--- src/core/idj_cfg.svh ---
// constants of the isz/dca/jms cycle sequencer: offsets, fields, codes, resets
`ifndef IDJ_CFG_SVH
`define IDJ_CFG_SVH
`define IDJ_WORD_W    12
`define IDJ_OP_ISZ    3'h2
`define IDJ_OP_DCA    3'h3
`define IDJ_OP_JMS    3'h4
`define IDJ_IND_BIT   8
`define IDJ_PAGE_BIT  7
`define IDJ_REG_CTRL  4'h0
`define IDJ_REG_STAT  4'h4
`define IDJ_REG_CNTR  4'h8
`define IDJ_REG_SUM   4'hc
`define IDJ_CTRL_RUN  0
`define IDJ_CTRL_BRK  1
`define IDJ_WORD_RST  12'h000
`define IDJ_OPC_RST   3'h0
`define IDJ_CTRL_RST  2'h0
`endif

--- src/core/idj_pkg.sv ---
// types of the isz/dca/jms cycle sequencer
package idj_pkg;
`include "idj_cfg.svh"

  typedef logic [`IDJ_WORD_W-1:0] idj_word_t;

  typedef enum logic [1:0] {IDJ_SLOT1, IDJ_SLOT2, IDJ_SLOT3, IDJ_SLOT4} idj_slot_t;

  typedef enum logic [2:0] {IDJ_IDLE, IDJ_FETCH, IDJ_DEFER, IDJ_EXEC, IDJ_BREAK} idj_major_t;

  // request to the core array: start a read/restore cycle, then hand over the write word
  typedef struct packed {
    logic      start;
    logic      write;
    idj_word_t addr;
    idj_word_t data;
  } idj_mem_req_t;

  // answer of the core array
  typedef struct packed {
    logic      sense_valid;
    logic      done;
    idj_word_t sense;
  } idj_mem_rsp_t;

  // register gating network levels
  typedef struct packed {
    logic mem_to_bus;
    logic sum_reg_to_bus;
    logic counter_to_bus;
    logic addr_reg_to_bus;
    logic carry_insert;
    logic buffer_reg_strobe;
    logic sum_reg_strobe;
    logic counter_strobe;
  } idj_gate_t;
endpackage

--- src/core/idj_core.sv ---
// time-state sequencer for increment-skip, deposit-clear and subroutine call
//
// How it works
// - increment-skip fetch as others, opcode two
// - increment-skip slot one reads word into latch
// - slot two adds one, loads buffer, carry sets bypass
// - bypass set, no break pending: counter plus one in slot four
// - incremented word written back same address
// - pulse four enters fetch unless break pending or run clear
// - deposit-clear decoded from opcode three
// - direct deposit-clear enters operand state
// - deposit-clear slot two blocks memory readout
// - slot two: sum register into buffer register
// - slot three loads zeros into sum register
// - buffer written; counter to address; fetch
// - subroutine call decoded from opcode four
// - call slot one: no transfer, word lost
// - call slot two: counter into buffer register
// - call slot three: address plus one to counter
// - call writes saved count to target word
// - call ends in fetch without break, bypass, with run set
// - fetch slot one: address plus one to counter
// - fetch slot two: latch to buffer, opcode
// - pulse four forms page-relative address
// - bit three direct, bit four page zero
// - pulse four picks defer or operand state
// - operand end clears opcode holding register, except with break pending or bypass set
`timescale 1ns/10ps
`include "idj_cfg.svh"

module idj_core
  import idj_pkg::*;
(
  input  wire logic         SYS_CLK,
  input  wire logic         RESET,
  input  wire logic [3:0]   REG_ADDR,
  input  wire idj_word_t    REG_WDATA,
  input  wire logic         REG_WR,
  input  wire logic         REG_RD,
  output idj_word_t         REG_RDATA,
  output idj_mem_req_t      MEM_REQ,
  input  wire idj_mem_rsp_t MEM_RSP,
  output idj_gate_t         GATE
);

  idj_slot_t  slot_q;
  idj_major_t major_q;
  idj_word_t  memory_address_reg_q;
  idj_word_t  memory_buffer_reg_q;
  idj_word_t  program_counter_q;
  idj_word_t  sum_register_q;
  idj_word_t  sense_q;
  logic [2:0] opcode_holding_reg_q;
  logic       skip_q;
  logic [1:0] ctrl_q;
  logic       start_q;
  logic       write_q;
  idj_word_t  rdata_q;
  idj_gate_t  gate;
  logic       active;
  logic       phase1_pulse;
  logic       phase2_pulse;
  logic       phase3_pulse;
  logic       phase4_pulse;
  logic       isz_lvl;
  logic       dca_lvl;
  logic       jms_lvl;
  logic       run;
  logic       brk;
  logic       idle;
  logic       exec_end;
  idj_word_t  bus;
  idj_word_t  sum;
  logic       carry_out;

  function automatic logic is_op(input logic [2:0] opc, input logic [2:0] code);
    return opc == code;
  endfunction

  // opcode decode levels that gate each instruction's transfers
  assign isz_lvl = is_op(opcode_holding_reg_q, `IDJ_OP_ISZ);
  assign dca_lvl = is_op(opcode_holding_reg_q, `IDJ_OP_DCA);
  assign jms_lvl = is_op(opcode_holding_reg_q, `IDJ_OP_JMS);
  assign run     = ctrl_q[`IDJ_CTRL_RUN];
  assign brk     = ctrl_q[`IDJ_CTRL_BRK];
  assign idle    = major_q == IDJ_IDLE;
  assign active  = (major_q == IDJ_FETCH) || (major_q == IDJ_DEFER) || (major_q == IDJ_EXEC);

  // time pulses: slot one ends on sense data, slot four on memory done
  assign phase1_pulse = active && slot_q == IDJ_SLOT1 && MEM_RSP.sense_valid;
  assign phase2_pulse = active && slot_q == IDJ_SLOT2;
  assign phase3_pulse = active && slot_q == IDJ_SLOT3;
  assign phase4_pulse = active && slot_q == IDJ_SLOT4 && MEM_RSP.done;
  assign exec_end     = phase4_pulse && major_q == IDJ_EXEC;

  // gating network levels per major state and slot
  always_comb begin
    gate = '0;
    case (slot_q)
      IDJ_SLOT1: begin
        if (major_q == IDJ_FETCH) begin
          gate.addr_reg_to_bus = 1'b1;
          gate.carry_insert    = 1'b1;
          gate.counter_strobe  = phase1_pulse;
        end
      end // operand slot one moves nothing; word just lands in the latch
      IDJ_SLOT2: begin
        if (major_q == IDJ_FETCH || major_q == IDJ_DEFER) begin
          gate.mem_to_bus        = 1'b1;
          gate.buffer_reg_strobe = 1'b1;
        end else if (major_q == IDJ_EXEC) begin
          if (isz_lvl) begin
            gate.mem_to_bus        = 1'b1;
            gate.carry_insert      = 1'b1;
            gate.buffer_reg_strobe = 1'b1;
          end else if (dca_lvl) begin
            gate.sum_reg_to_bus    = 1'b1;
            gate.buffer_reg_strobe = 1'b1;
          end else if (jms_lvl) begin
            gate.counter_to_bus    = !skip_q;
            gate.buffer_reg_strobe = !skip_q;
          end else begin
            gate.mem_to_bus        = 1'b1; // other opcodes restore operand
            gate.buffer_reg_strobe = 1'b1;
          end
        end
      end
      IDJ_SLOT3: begin
        if (major_q == IDJ_EXEC && dca_lvl) begin
          gate.sum_reg_strobe = 1'b1;
        end else if (major_q == IDJ_EXEC && jms_lvl) begin
          gate.addr_reg_to_bus = 1'b1;
          gate.carry_insert    = 1'b1;
          gate.counter_strobe  = 1'b1;
        end
      end
      IDJ_SLOT4: begin
        if (major_q == IDJ_EXEC && skip_q && !brk) begin
          gate.counter_to_bus = 1'b1;
          gate.carry_insert   = 1'b1;
          gate.counter_strobe = phase4_pulse;
        end
      end
      default: gate = '0;
    endcase
  end

  // bus mux and adders with carry insert at the low bit
  always_comb begin
    bus = '0;
    if (gate.mem_to_bus) bus = bus | sense_q;
    if (gate.sum_reg_to_bus) bus = bus | sum_register_q;
    if (gate.counter_to_bus) bus = bus | program_counter_q;
    if (gate.addr_reg_to_bus) bus = bus | memory_address_reg_q;
    {carry_out, sum} = {1'b0, bus} + {{`IDJ_WORD_W{1'b0}}, gate.carry_insert};
  end

  // slot counter: four slots per memory cycle
  always_ff @(posedge SYS_CLK or posedge RESET) begin
    if (RESET) begin
      slot_q <= IDJ_SLOT1;
    end else if (!active) begin
      slot_q <= IDJ_SLOT1;
    end else if (phase1_pulse || phase2_pulse || phase3_pulse || phase4_pulse) begin
      case (slot_q)
        IDJ_SLOT1: slot_q <= IDJ_SLOT2;
        IDJ_SLOT2: slot_q <= IDJ_SLOT3;
        IDJ_SLOT3: slot_q <= IDJ_SLOT4;
        default:   slot_q <= IDJ_SLOT1;
      endcase
    end
  end

  // major state: exactly one of fetch, defer, execute, break while running
  always_ff @(posedge SYS_CLK or posedge RESET) begin
    if (RESET) begin
      major_q <= IDJ_IDLE;
    end else begin
      case (major_q)
        IDJ_IDLE:  if (run) major_q <= IDJ_FETCH;
        IDJ_BREAK: if (!brk) major_q <= run ? IDJ_FETCH : IDJ_IDLE;
        IDJ_FETCH: begin
          if (phase4_pulse) begin
            major_q <= memory_buffer_reg_q[`IDJ_IND_BIT] ? IDJ_DEFER : IDJ_EXEC;
          end
        end
        IDJ_DEFER: if (phase4_pulse) major_q <= IDJ_EXEC;
        IDJ_EXEC: begin
          if (phase4_pulse) begin
            if (brk) major_q <= IDJ_BREAK;
            else major_q <= run ? IDJ_FETCH : IDJ_IDLE;
          end
        end
        default: major_q <= IDJ_IDLE;
      endcase
    end
  end

  // core read latch
  always_ff @(posedge SYS_CLK or posedge RESET) begin
    if (RESET) sense_q <= `IDJ_WORD_RST;
    else if (phase1_pulse) sense_q <= MEM_RSP.sense;
  end

  // opcode holding register: load in fetch slot two, clear when operand cycle ends without break or bypass
  always_ff @(posedge SYS_CLK or posedge RESET) begin
    if (RESET) begin
      opcode_holding_reg_q <= `IDJ_OPC_RST;
    end else if (phase2_pulse && major_q == IDJ_FETCH) begin
      opcode_holding_reg_q <= sense_q[`IDJ_WORD_W-1 -: 3];
    end else if (exec_end && !brk && !skip_q) begin
      opcode_holding_reg_q <= `IDJ_OPC_RST;
    end
  end

  // bypass flag: set by increment carry out, spent on the counter step
  always_ff @(posedge SYS_CLK or posedge RESET) begin
    if (RESET) begin
      skip_q <= 1'b0;
    end else if (phase2_pulse && major_q == IDJ_EXEC && isz_lvl && carry_out) begin
      skip_q <= 1'b1;
    end else if (exec_end && !brk) begin
      skip_q <= 1'b0;
    end
  end

  // buffer register
  always_ff @(posedge SYS_CLK or posedge RESET) begin
    if (RESET) memory_buffer_reg_q <= `IDJ_WORD_RST;
    else if (gate.buffer_reg_strobe) memory_buffer_reg_q <= sum;
  end

  // sum register: software preload while idle, else gating network
  always_ff @(posedge SYS_CLK or posedge RESET) begin
    if (RESET) sum_register_q <= `IDJ_WORD_RST;
    else if (REG_WR && idle && REG_ADDR == `IDJ_REG_SUM) sum_register_q <= REG_WDATA;
    else if (gate.sum_reg_strobe) sum_register_q <= sum;
  end

  // program counter
  always_ff @(posedge SYS_CLK or posedge RESET) begin
    if (RESET) program_counter_q <= `IDJ_WORD_RST;
    else if (REG_WR && idle && REG_ADDR == `IDJ_REG_CNTR) program_counter_q <= REG_WDATA;
    else if (gate.counter_strobe) program_counter_q <= sum;
  end

  // address register
  always_ff @(posedge SYS_CLK or posedge RESET) begin
    if (RESET) begin
      memory_address_reg_q <= `IDJ_WORD_RST;
    end else if ((idle && run) || (major_q == IDJ_BREAK && !brk)) begin
      memory_address_reg_q <= program_counter_q;
    end else if (phase4_pulse && major_q == IDJ_FETCH) begin
      memory_address_reg_q <= {memory_buffer_reg_q[`IDJ_PAGE_BIT] ?
                               memory_address_reg_q[`IDJ_WORD_W-1:7] : 5'h00,
                               memory_buffer_reg_q[6:0]};
    end else if (phase4_pulse && major_q == IDJ_DEFER) begin
      memory_address_reg_q <= memory_buffer_reg_q;
    end else if (exec_end && !brk) begin
      memory_address_reg_q <= skip_q ? sum : program_counter_q;
    end
  end

  // memory requests: start on entering slot one, write on entering slot four
  always_ff @(posedge SYS_CLK or posedge RESET) begin
    if (RESET) begin
      start_q <= 1'b0;
      write_q <= 1'b0;
    end else begin
      start_q <= (idle && run) || (major_q == IDJ_BREAK && !brk && run) ||
                 (phase4_pulse && !(major_q == IDJ_EXEC && (brk || !run)));
      write_q <= phase3_pulse;
    end
  end

  assign MEM_REQ = '{start: start_q, write: write_q,
                     addr: memory_address_reg_q, data: memory_buffer_reg_q};
  assign GATE    = gate;

  // control register
  always_ff @(posedge SYS_CLK or posedge RESET) begin
    if (RESET) ctrl_q <= `IDJ_CTRL_RST;
    else if (REG_WR && REG_ADDR == `IDJ_REG_CTRL) ctrl_q <= REG_WDATA[1:0];
  end

  // register read, answered one cycle after the strobe
  always_ff @(posedge SYS_CLK or posedge RESET) begin
    if (RESET) begin
      rdata_q <= `IDJ_WORD_RST;
    end else if (REG_RD) begin
      case (REG_ADDR)
        `IDJ_REG_CTRL: rdata_q <= {10'h000, ctrl_q};
        `IDJ_REG_STAT: rdata_q <= {3'h0, slot_q, opcode_holding_reg_q, skip_q, major_q};
        `IDJ_REG_CNTR: rdata_q <= program_counter_q;
        `IDJ_REG_SUM:  rdata_q <= sum_register_q;
        default:       rdata_q <= `IDJ_WORD_RST;
      endcase
    end else begin
      rdata_q <= `IDJ_WORD_RST;
    end
  end

  assign REG_RDATA = rdata_q;
endmodule // idj_core

--- config.mk ---
export PLATFORM = sky130hd
export DESIGN_NAME = idj_core
export DESIGN_NICKNAME = d
export VERILOG_FILES = /design/src/core/idj_pkg.sv /design/src/core/idj_core.sv
export VERILOG_INCLUDE_DIRS = /design/src /design/src/core
export SDC_FILE = /design/constraint.sdc
export NUM_CORES = 1
export LEC_CHECK = 0
export ABC_AREA = 1
export BUFFER_PORTS_ARGS = -buffer_cell sky130_fd_sc_hd__buf_2
export CAP_MARGIN = 10
export CELL_PAD_IN_SITES_DETAIL_PLACEMENT = 1
export CELL_PAD_IN_SITES_GLOBAL_PLACEMENT = 1
export CORE_MARGIN = 2
export CORE_UTILIZATION = 42
export CTS_CLUSTER_DIAMETER = 120
export DETAILED_ROUTE_END_ITERATION = 12
export PLACE_DENSITY_LB_ADDON = 0.1
export SYNTH_ARGS = -nofsm -noshare
export SYNTH_HDL_FRONTEND = slang
export SYNTH_SLANG_ARGS = --single-unit
--- constraint.sdc ---
create_clock -name SYS_CLK -period 3.2 [get_ports SYS_CLK]
set_clock_uncertainty 0.15 [all_clocks]
set_input_delay 0.32 -clock SYS_CLK [delete_from_list [all_inputs] [get_ports SYS_CLK]]
set_output_delay 0.32 -clock SYS_CLK [all_outputs]
set_load 0.05 [all_outputs]
=== Word level (Yosys, flattened, before mapping) ===
Index checks and enable logic that the tools add are counted.

* $add $sub $neg: 1
* Multiply operators: 0
* Divide/modulo/power cells: 0
* Order comparisons: 0
* Eq/ne operators: 20
* Shifts and indexed selects: 0
* Multiplexer cells: 65
* Bitwise operators: 3
* Reduce and logical (&&, ||, !) cells: 51

{| class="wikitable"
|+ Operators with widths
! cell !! count
|-
| 2-to-1 mux 12 bit || 14
|-
| one-hot mux 12 bit (4 select lines) || 1
|-
| bitwise OR 12 bit || 3
|-
| logical AND 1 bit || 28
|-
| 2-to-1 mux 3 bit || 9
|-
| 2-to-1 mux 1 bit || 25
|-
| 2-to-1 mux 2 bit || 9
|-
| one-hot mux 3 bit (5 select lines) || 1
|-
| adder 12 x 1 -> 13 bit || 1
|-
| == test 3 x 2 -> 1 bit (second input constant) || 4
|-
| inequality test 2 bit (second input constant) || 5
|-
| logical OR 1 bit || 9
|-
| == test 4 bit (second input constant) || 2
|-
| nonzero test 2 bit || 4
|-
| == test 3 bit (second input constant) || 2
|-
| one-hot mux 2 bit (3 select lines) || 1
|-
| 2-to-1 mux 5 bit || 1
|-
| AND reduction 5 bit || 1
|-
| == test 2 bit (second input constant) || 2
|-
| == test 4 x 3 -> 1 bit (second input constant) || 1
|-
| zero test 1 bit || 4
|-
| zero test 4 bit || 1
|-
| one-hot mux 1 bit (2 select lines) || 2
|-
| one-hot mux 1 bit (4 select lines) || 1
|-
| other kinds (9) || 9
|}

* Register bits after elaboration: 85
* Bits in latches: 0
* RAM bits: 0
* Bits in read-only memories: 0
* Input bits: 34
* Output and inout port bits: 46
* Word-level logic and storage cells: 154
* Memories kept: 0

=== Depth between registers and ports, before layout ===
Gate-level depths: netlist of the first run.

* Word-level depth: 20
* Mapped depth: 22
* Mapped depth without buffers: 21

=== Least setup slack after synthesis of the first run ===
Ideal clock, no wire load.

* Kind: flip-flop to flip-flop
* Start point: register slot_q[1]
* End point: register program_counter_q[6]
* Library setup time: 138 ps
* Arrival: 3573 ps
* Data required time: 2912 ps
* Slack: -661 ps
* Cell stages (with the launch flop): 17
* Path buffers: 0
* Clock period less this slack: 3861 ps
* Cell sequence: dfrtp_1 > inv_1 > ha_1 > inv_1 > nor3_1 > nor3_1 > o21ai_0 > ha_1 > ha_1 > nand2_4 > nor2_1 > nand2_1 > inv_1 > nand2_1 > and2_4 > nand2_1 > o221ai_2

{| class="wikitable"
|+ RTL lines
! element !! RTL line !! source
|-
| start: declaration || idj_core.sv:46 || <nowiki>idj_slot_t slot_q;</nowiki>
|-
| start signal: assignment || idj_core.sv:161 || <nowiki>slot_q <= IDJ_SLOT1;</nowiki>
|-
| start signal: assignment || idj_core.sv:163 || <nowiki>slot_q <= IDJ_SLOT1;</nowiki>
|-
| start signal: assignment || idj_core.sv:166 || <nowiki>IDJ_SLOT1: slot_q <= IDJ_SLOT2;</nowiki>
|-
| end signal: assignment || idj_core.sv:242 || <nowiki>if (RESET) program_counter_q <= `IDJ_WORD_RST;</nowiki>
|-
| end signal: assignment || idj_core.sv:244 || <nowiki>else if (gate.counter_strobe) program_counter_q <= sum;</nowiki>
|-
| end: declaration || idj_core.sv:50 || <nowiki>idj_word_t program_counter_q;</nowiki>
|}

=== Worst setup path in the final report of the first run ===
* Start point: register slot_q[0]
* End point: register memory_address_reg_q[8]

* Cells in the longest elaborated chain, start to end: 15
* Elaborated cells on any way between the ends: 30
* Those cells by class: add/sub: 1; eq/ne: 4; mux: 13; bitwise: 3; reduce/logical: 9

{| class="wikitable"
|+ Ends and longest elaborated chain
! element !! RTL line !! source
|-
| == test 2 x 1 -> 1 bit || idj_core.sv:99 || <nowiki>case (slot_q)</nowiki>
|-
| 2-to-1 mux 2 bit || idj_core.sv:99 ||
|-
| 2-to-1 mux 12 bit || idj_core.sv:151 || <nowiki>if (gate.mem_to_bus) bus = bus | sense_q;</nowiki>
|-
| bitwise OR 12 bit || idj_core.sv:152 || <nowiki>if (gate.sum_reg_to_bus) bus = bus | sum_register_q;</nowiki>
|-
| 2-to-1 mux 12 bit || idj_core.sv:152 ||
|-
| bitwise OR 12 bit || idj_core.sv:153 || <nowiki>if (gate.counter_to_bus) bus = bus | program_counter_q;</nowiki>
|-
| 2-to-1 mux 12 bit || idj_core.sv:153 ||
|-
| bitwise OR 12 bit || idj_core.sv:154 || <nowiki>if (gate.addr_reg_to_bus) bus = bus | memory_address_reg_q;</nowiki>
|-
| 2-to-1 mux 12 bit || idj_core.sv:154 ||
|-
| adder 12 x 1 -> 13 bit || idj_core.sv:155 || <nowiki>{carry_out, sum} = {1'b0, bus} + {{`IDJ_WORD_W{1'b0}}, gate.carry_insert};</nowiki>
|-
| 2-to-1 mux 12 bit || idj_core.sv:260 || <nowiki>memory_address_reg_q <= skip_q ? sum : program_counter_q;</nowiki>
|-
| 2-to-1 mux 12 bit || idj_core.sv:259 || <nowiki>end else if (exec_end && !brk) begin</nowiki>
|-
| 2-to-1 mux 12 bit || idj_core.sv:257 || <nowiki>end else if (phase4_pulse && major_q == IDJ_DEFER) begin</nowiki>
|-
| 2-to-1 mux 12 bit || idj_core.sv:253 || <nowiki>end else if (phase4_pulse && major_q == IDJ_FETCH) begin</nowiki>
|-
| 2-to-1 mux 12 bit || idj_core.sv:251 || <nowiki>end else if ((idle && run) || (major_q == IDJ_BREAK && !brk)) begin</nowiki>
|-
| end signal: assignment || idj_core.sv:252 || <nowiki>memory_address_reg_q <= program_counter_q;</nowiki>
|-
| end signal: assignment || idj_core.sv:254 || <nowiki>memory_address_reg_q <= {memory_buffer_reg_q[`IDJ_PAGE_BIT] ?</nowiki>
|-
| end signal: assignment || idj_core.sv:258 || <nowiki>memory_address_reg_q <= memory_buffer_reg_q;</nowiki>
|-
| end: declaration || idj_core.sv:48 || <nowiki>idj_word_t memory_address_reg_q;</nowiki>
|}

Several ways; a longest one is shown, not always the timed one. The select of a mux whose other input is x is not followed.
A chain may end at the register's enable or synchronous reset.

==> flow_summary.toml, run 1 <==
[yosys]
synthesis.area_um2 = 4956
ys_types = 51
synth-async-reset-ratio = 1.000
synth_area_per_cell_um2 = 7.805
ys_seq_area_frac = 0.4292
ys_ff_latch = 85
syn_inst = 635
synth-edff-count = 0
syn_nets = 676
ys_warn_count = 0
ys_dominant_reg_cell = "dfrtp_1"

[drt]
drtIter0Drc = 354
drc = 0
via_per_inst = 5.664
vias = 4967
firstDrtPassIters = 5
wirelength_um = 18290
ant_nets = 0
wire_per_inst_um = 20.85

[critical_path]
path_max_fanout = 5
startpoint_type = "flip-flop"
crit_type = "reg -> reg"
required_ps = 3330
crit_arrival_ps = 3050
endpoint_kind = "flip-flop"

[finish]
final_common_cell = "nand2_1"
diodes = 0
area_delta_synth_final_pct = 19.52
fill_cells = 1426
multi_input_area_um2 = 2431
most-common-layout-cells = "175 x nand2_1, 85 x dfrtp_1, 79 x buf_2"
stdcell_count = 877
seq_area_um2 = 2127
drive_above_1_share = 0.2248
nNetsFinal = 770

[sta]
hold_viol = 0
maxSlewViolCount = 0
rsz0062_at_grt = "no"
worst_pin_slew_ps = 970.8
finalCritPeriodShare = 0.9126
finalSetupTns_ps = 0
finalCriticalPeriod_ps = 2920
max-slew-margin-rel = 0.3521
fmax_ghz = 0.3424
setup_viol = 0

[grt]
use_met1 = 0.3981
track_usage = 0.2986
grt_max_degree = 55
grtUsageMet2 = 0.4699
grt.busiest_layer = "met2"
grt_pass1_wl_um = 28770
antenna_found_initial = 0
first_global_vias = 5214
overflow = 0
met3_usage = 0.06263

[floorplan]
die_area_um2 = 12680
die_w_um = 112.6
fp.coreArea_um2 = 11470
fp.dieH_um = 112.6
placementRows = 39
ios = 80
start_util = 0.4322

[run]
max_cap_viol_count = 0

[cts]
cts_setup_buffers = 0
h-tree-depth = 3
clk_latency_ps = 360
cts_made_buffers = 9
clk_path_buf_depth = 2
clock_sinks = 85
cts_tree = "built"
path_clk_slew_ps = 70
clk_root_buffer_cell = "clkbuf_16"

[hold_path]
hp-class = "in -> async"

[placement]
dp_cells = 861
gp_congestion = 0.9401
portBuffers = 79
dp_hpwl_um = 14130

[outcome]
status = "complete, no violations"

[power_and_ir_drop]
p_per_area_nw_per_um2 = 931.4
ir_drop_mv = 0.4951
power.leakage_nw = 3.066
p_total_mw = 5.517
stage by stage:
step | hold slack, ps | setup slack (ps) | cell area (um2) | util
after CTS | 1.310 | 52.63 | 5896 | 0.5141
after detailed placement | 328.8 | 75.86 | 5603 | 0.4886
after floorplan | 273.9 | 85.10 | 4960 | -
after global placement | 323.9 | 315.8 | 5603 | 0.4886
final | 1.028 | 279.6 | 5923 | 0.5165
after global routing | 22.62 | 8.051 | 5923 | 0.5165
worst max-delay path, stage by stage, from the launching register on:
cell and delay, ps:
dfrtp_1 450, inv_2 120, ha_2 220, nand4_1 160, nor2_2 180, nor3_1 90
o21ai_2 160, ha_2 250, ha_2 230, nand2_4 80, nor2_8 120, nand3_1 120
nand2_1 140, nor2_1 60, o21ai_1 110, nand2_1 60, a21oi_1 130
synthesized netlist by cell type, drive strengths merged, types with 2 or more instances:
master | number | area, um2
a21oi | 30 | 153.9
buf | 6 | 50.04
nand2 | 186 | 755.7
clkbuf | 8 | 30.03
o221ai | 20 | 181.4
dfrtp | 85 | 2127
nor2 | 55 | 274.0
nand4 | 14 | 115.1
nor3 | 6 | 30.03
o22ai | 11 | 68.82
xor2 | 3 | 33.79
ha | 7 | 87.58
and2 | 2 | 15.02
inv | 86 | 325.3
o21ai | 44 | 224.0
a31oi | 3 | 25.02
o211ai | 8 | 60.06
o31ai | 3 | 27.52
clkinv | 6 | 23.77
a221oi | 5 | 43.79
nand3 | 39 | 242.7
sequential cells by signal, summed over array words and instances, names as in the netlist:
register / cells
program_counter_q: 12
opcode_holding_reg_q: 3
start_q: 1
sum_register_q: 12
ctrl_q: 2
slot_q: 2
major_q: 3
memory_buffer_reg_q: 12
REG_RDATA: 12
sense_q: 12
skip_q: 1
memory_address_reg_q: 12
write_q: 1
area by class of cell:
type                            instances  share of cell area
Multi-Input combinational cell        444              0.4104
Sequential cell                        85              0.3591
Timing Repair Buffer                   97             0.09168
Inverter                               92             0.05915
Clock buffer                           11             0.03929
Tap cell                              143             0.03021
Clock inverter                          5             0.01014
final timing paths:
kind	endpoint	slack, ps	from	depth (start not counted)
worst max-delay path	memory_address_reg_q[8]$_DFFE_PP0P_	280	slot_q[0]$_DFFE_PP0P_	16
worst min register to register	sense_q[2]$_DFFE_PP0P_	340	sense_q[2]$_DFFE_PP0P_	2
max in group asynchronous	sum_register_q[3]$_DFFE_PP0P_	2200	RESET	3
worst min-delay path	ctrl_q[0]$_DFFE_PP0P_	1	RESET	2
worst max register to register	memory_address_reg_q[8]$_DFFE_PP0P_	280	slot_q[0]$_DFFE_PP0P_	16
min in group SYS_CLK	sense_q[7]$_DFFE_PP0P_	10	MEM_RSP[7]	3
report_power, final:
part           leakage [nW]  switching, mW  internal, mW
combinational          1.85           1.79         0.685
clock                 0.140          0.459         0.608
sequential             1.07          0.486          1.48
per-layer routing:
metal | wire length [um] | up-vias
met4 | 718 | 0
met5 | 0 | -
met3 | 1265 | 39
li1 | - | 2299
met2 | 8375 | 190
met1 | 7927 | 2439
cells by family after synthesis:
kind of cell	count (synthesis)	share of synthesized area
buffers and inverters	106	0.08659
adder cells (fa/ha/maj)	7	0.01767
XOR/XNOR	4	0.008586
flip-flops	85	0.4292
AND/OR/NAND/NOR	304	0.2916
AO/OA/AOI/OAI	129	0.1664
timing repair:
action                                  4_1_cts  5_1_grt
endpoints found under the hold margin         0        0
hold buffers                                  0        0
resized for setup                             0        8
endpoints found under the setup margin        0       13
No activity file was read; power rests on OpenSTA's default activity.
==> run 2: changes to the inputs <==
- RECOVER_POWER: unset -> 100
==> run 2 against run 1 <==
Net effect:
- the flow now finishes with violations (max-capacitance violations, max-slew violations)
- critical path depth decreased by 2
- hold slack gained 4.0 ps
- routed wire length is 0.21% higher
- critical path type unchanged
- largest cell class unchanged
- highest routed layer unchanged
==> flow_summary.toml, run 2 (synthesis gave the netlist of run 1 again) <==
[finish]
fill_cells = 1452
multi_input_area_um2 = 2392
most-common-layout-cells = "176 x nand2_1, 85 x dfrtp_1, 77 x inv_1"
drive_above_1_share = 0.1526
area_delta_synth_final_pct = 17.17
nNetsFinal = 770
diodes = 0
final_common_cell = "nand2_1"
seq_area_um2 = 2127

[sta]
fmax_ghz = 0.3294
maxSlewViolCount = 55
finalCritPeriodShare = 0.9488
hold_viol = 0
worst_pin_slew_ps = 2442
finalCriticalPeriod_ps = 3036
rsz0062_at_grt = "no"
finalSetupTns_ps = 0
setup_viol = 0
max-slew-margin-rel = -0.6369
worst_slack_ps = 164.0

[hold_path]
holdPathStages = 3
whs_endpoint = "sense_q[7]$_DFFE_PP0P_"
hp-class = "in -> reg"
worstHoldStart = "MEM_RSP[7]"

[cts]
clock_sinks = 85
path_clk_slew_ps = 70
h-tree-depth = 3
clk_path_buf_depth = 2
clk_root_buffer_cell = "clkbuf_16"
cts_made_buffers = 9
clk_latency_ps = 360
postCtsHoldBufs = 0
cts_tree = "built"
cts_setup_buffers = 0

[critical_path]
r2r_slack_ps = 160
r2r_start = "slot_q[0]$_DFFE_PP0P_"
path_max_fanout = 10
crit_type = "reg -> reg"
r2r_end = "memory_address_reg_q[5]$_DFFE_PP0P_"
endpoint_kind = "flip-flop"
crit_arrival_ps = 3130
startpoint_type = "flip-flop"
reg2reg_depth = 14
required_ps = 3290

[floorplan]
die_area_um2 = 12680
fp.coreArea_um2 = 11470
start_util = 0.4322
fp.dieH_um = 112.6
ios = 80
placementRows = 39
die_w_um = 112.6

[outcome]
violations = "max-capacitance violations, max-slew violations"
status = "complete, but fails checks"

[placement]
portBuffers = 79
dp_hpwl_um = 14130
gp_congestion = 0.9401
dp_slack_ps = 75.86

[grt]
antenna_found_initial = 0
track_usage = 0.2986
use_met1 = 0.3981
grtUsageMet2 = 0.4699
first_global_vias = 5214
grt_max_degree = 55
grt.busiest_layer = "met2"
overflow = 0
met3_usage = 0.06263
grt_pass1_wl_um = 28770

[drt]
firstDrtPassIters = 5
drtIter0Drc = 384
ant_nets = 0
via_per_inst = 5.689
wirelength_um = 18320
wire_per_inst_um = 20.89
vias = 4989
drc = 0

[power_and_ir_drop]
p_per_area_nw_per_um2 = 939.4
ir_drop_mv = 0.4809
power.leakage_nw = 2.847

[run]
max_cap_viol_count = 1
-- run 2: cell types whose count changed in the layout (fill, tap and decap cells not counted), moves of 3 or more --
cell / before / now
buf_2: 79 / 33
o21ai_0: 33 / 36
clkbuf_1: 2 / 48
clkbuf_2: 0 / 3
o21ai_1: 9 / 6
-- run 2: cell type report --
cell class | instances | area share
multi-input cells | 444 | 0.4120
flip-flops and latches | 85 | 0.3663
repair buffers | 97 | 0.08016
inverters | 92 | 0.06033
clock buffers | 11 | 0.04008
well taps | 143 | 0.03081
clock inverters | 5 | 0.01034
-- run 2: worst max-delay path, stage by stage (launching register included) --
cell      delay, ps
dfrtp_1         460
inv_2           120
ha_2            220
nand4_1         170
o21ai_2         280
buf_4           240
a21oi_1         120
nand3_4         100
nand2_1         140
nor2_8          190
nand3_1         110
xor2_1          340
o21ai_1         110
o211ai_1        100
nand2_1          70
-- run 2: metrics by stage --
step	instance area (um2)	cells	power [mW]	util	hold WS (ps)
5_1_grt	5807	877	5.762	0.5064	22.62
2_1_floorplan	4960	635	3.576	-	273.9
3_3_place_gp	5603	861	4.318	0.4886	323.9
3_5_place_dp	5603	861	4.407	0.4886	328.8
6_report	5807	877	5.455	0.5064	5.060
4_1_cts	5896	877	5.492	0.5141	1.310
-- run 2: layer usage --
| metal | up-vias | wire (um) |
|---|---|---|
| met5 | - | 0 |
| met2 | 182 | 8364 |
| li1 | 2303 | - |
| met1 | 2467 | 8069 |
| met4 | 0 | 715 |
| met3 | 37 | 1175 |
-- run 2: worst max path at each step --
stage | startpoint | to | slack [ps] | cells after the start
2_1_floorplan | slot_q[1]$_DFFE_PP0P_ | program_counter_q[6]$_DFFE_PP0P_ | 90 | 16
3_3_place_gp | slot_q[1]$_DFFE_PP0P_ | memory_address_reg_q[10]$_DFFE_PP0P_ | 320 | 17
3_5_place_dp | slot_q[1]$_DFFE_PP0P_ | memory_address_reg_q[8]$_DFFE_PP0P_ | 80 | 16
4_1_cts | slot_q[1]$_DFFE_PP0P_ | memory_address_reg_q[8]$_DFFE_PP0P_ | 50 | 16
5_1_grt | slot_q[0]$_DFFE_PP0P_ | program_counter_q[11]$_DFFE_PP0P_ | 7 | 13
6_report | slot_q[0]$_DFFE_PP0P_ | memory_address_reg_q[5]$_DFFE_PP0P_ | 160 | 14
-- run 2: timing repair --
action                     CTS  global route
resized for setup            0             8
setup endpoints to repair    0            13
hold endpoints to repair     0             0
-- run 2: power by group --
part | internal, mW | leakage [nW] | total [mW] | switching (mW)
combinational | 0.622 | 1.64 | 2.41 | 1.79
clock | 0.608 | 0.140 | 1.07 | 0.465
sequential | 1.48 | 1.07 | 1.97 | 0.488
total | 2.71 | 2.85 | 5.46 | 2.74
==> run 3: changes to the inputs <==
- REMOVE_ABC_BUFFERS: unset -> 1
==> run 3 against run 2 <==
Net effect:
- the run still ends with max-capacitance violations, max-slew violations left
- cell count is 0.68% higher
- combinational power is essentially flat
- core utilization up 0.26 points
- global-route usage increased by 0.72 points
==> flow_summary.toml, run 3 (synthesis gave the netlist of run 1 again) <==
[outcome]
status = "complete, but fails checks"
violations = "max-capacitance violations, max-slew violations"

[cts]
cts_tree = "built"
clk_root_buffer_cell = "clkbuf_16"
cts_made_buffers = 9
clk_path_buf_depth = 2
path_clk_slew_ps = 70
h-tree-depth = 3
clock_sinks = 85
cts_setup_buffers = 0
clk_latency_ps = 360

[power_and_ir_drop]
power.leakage_nw = 2.848
pwr-share-clk = 0.195
switchingPower_mw = 2.705
seq_power_share = 0.356
ir_drop_mv = 0.4742
swShare = 0.5030
p_per_area_nw_per_um2 = 921.4
comb_power_share = 0.450
p_int_mw = 2.673
p_total_mw = 5.378

[sta]
rsz0062_at_grt = "no"
hold_slack_ps = 4.812
finalCritPeriodShare = 0.9292
finalCriticalPeriod_ps = 2973
max-slew-margin-rel = -0.3193
setup_viol = 0
hold_viol = 0
maxSlewViolCount = 44
fmax_ghz = 0.3363
worst_pin_slew_ps = 1968

[floorplan]
fp.dieH_um = 112.6
die_w_um = 112.6
start_util = 0.4322
die_area_um2 = 12680
placementRows = 39
fp.coreArea_um2 = 11470
ios = 80

[drt]
drtIter0Drc = 368
wirelength_um = 18400
drc = 0
wire_per_inst_um = 20.84
via_per_inst = 5.650
ant_nets = 0
vias = 4989
firstDrtPassIters = 5

[placement]
gp_congestion = 0.9607
portBuffers = 79
dp_hpwl_um = 14140
dp_cells = 866
placed_area_um2 = 5637

[grt]
overflow = 0
track_usage = 0.3059
grt_max_degree = 44
first_global_vias = 5253
antenna_found_initial = 0
grt_pass1_wl_um = 29750

[finish]
most-common-layout-cells = "176 x nand2_1, 85 x dfrtp_1, 77 x inv_1"
utilization = 0.5090
fill_cells = 1454
drive_above_1_share = 0.1568
final_common_cell = "nand2_1"
stdcell_count = 883
nNetsFinal = 776
seq_area_um2 = 2127
diodes = 0
design_area_um2 = 5837
area_delta_synth_final_pct = 17.77
multi_input_area_um2 = 2386

[critical_path]
r2r_end = "program_counter_q[6]$_DFFE_PP0P_"
cpMostUsedCell = "nand2_1"
startpoint_type = "flip-flop"
endpoint_kind = "flip-flop"
crit_type = "reg -> reg"
cp_num_buf_inv = 4
cp_slowest_cell = "dfrtp_1"
reg2reg_depth = 18
crit_family = "simple AND/OR/NAND/NOR gates"
critPathCapture = "program_counter_q[6]$_DFFE_PP0P_"
r2r_start = "slot_q[0]$_DFFE_PP0P_"
required_ps = 3260
crit_arrival_ps = 3030
worstPathCellList = "inv_1 -> ha_1 -> nand4_1 -> o21ai_2 -> buf_4 -> nand2_1 -> nand3_2 -> nor2_4 -> inv_1 -> ha_2 -> nand2_4 -> nor2_1 -> nand2_1 -> inv_1 -> nand2_1 -> and2_4 -> nand2_1 -> o221ai_1"
r2r_slack_ps = 230
startpoint = "slot_q[0]$_DFFE_PP0P_"
slowest_delay_ps = 420
path_max_fanout = 7
crit_cells = 18

[hold_path]
hp-class = "in -> reg"
holdPathStages = 3

[run]
max_cap_viol_count = 1
-- run 3: cell types whose count changed in the layout (fill, tap and decap cells not counted), moves of 2 or more --
| cell | change |
|---|---|
| buf_4 | +3 |
| o21ai_1 | +2 |
| ha_1 | +2 |
| nand3_1 | -2 |
| nand3_2 | +2 |
-- run 3: repair_timing --
item / CTS / global route
setup endpoints to repair: 0 / 18
resized for setup: 0 / 8
endpoints found under the hold margin: 42 / 0
hold buffers: 1 / 0
-- run 3: through the flow --
stage | setup WS [ps] | TNS (ps)
6_report | 226.6 | 0
5_1_grt | 26.08 | 0
4_1_cts | 101.4 | 0
3_5_place_dp | 122.5 | 0
3_3_place_gp | 222.7 | 0
2_1_floorplan | -855.7 | -28860
-- run 3: cell type report --
type / instances / share of cell area
timing repair buffer: 103 / 0.08703
multi-input combinational: 444 / 0.4088
clock inverter: 6 / 0.007931
sequential: 85 / 0.3644
tap: 143 / 0.03065
clock buffer: 10 / 0.04094
inverter: 92 / 0.06024
-- run 3: power by group through the flow --
| stage | clock (mW) | sequential, mW | combinational [mW] |
|---|---|---|---|
| floorplan | 0 | 2.28 | 1.25 |
| global placement | 0 | 1.89 | 2.41 |
| detailed placement | 0 | 1.91 | 2.47 |
| CTS | 1.05 | 1.90 | 2.49 |
| global route | 1.09 | 1.97 | 2.65 |
| finish | 1.05 | 1.91 | 2.42 |
-- run 3: per-layer routing --
metal / GRT usage / vias up / part of all wire
met5: 0 / - / 0
met4: 0.1057 / 0 / 0.027
li1: - / 2321 / -
met3: 0.04644 / 28 / 0.054
met2: 0.4814 / 169 / 0.47
met1: 0.4321 / 2471 / 0.45
-- run 3: tightest hold or removal path, stage by stage --
cell and delay [ps]:
buf_2 70, nand2_1 40, nand2_1 40
-- run 3: how the worst min path moves through the flow --
stage	from	end	slack, ps
2_1_floorplan	REG_RD	REG_RDATA[3]$_DFF_PP0_	270
3_3_place_gp	sense_q[7]$_DFFE_PP0P_	sense_q[7]$_DFFE_PP0P_	320
3_5_place_dp	RESET	write_q$_DFF_PP0_	330
4_1_cts	MEM_RSP[2]	sense_q[2]$_DFFE_PP0P_	7
5_1_grt	MEM_RSP[2]	sense_q[2]$_DFFE_PP0P_	20
6_report	MEM_RSP[2]	sense_q[2]$_DFFE_PP0P_	5
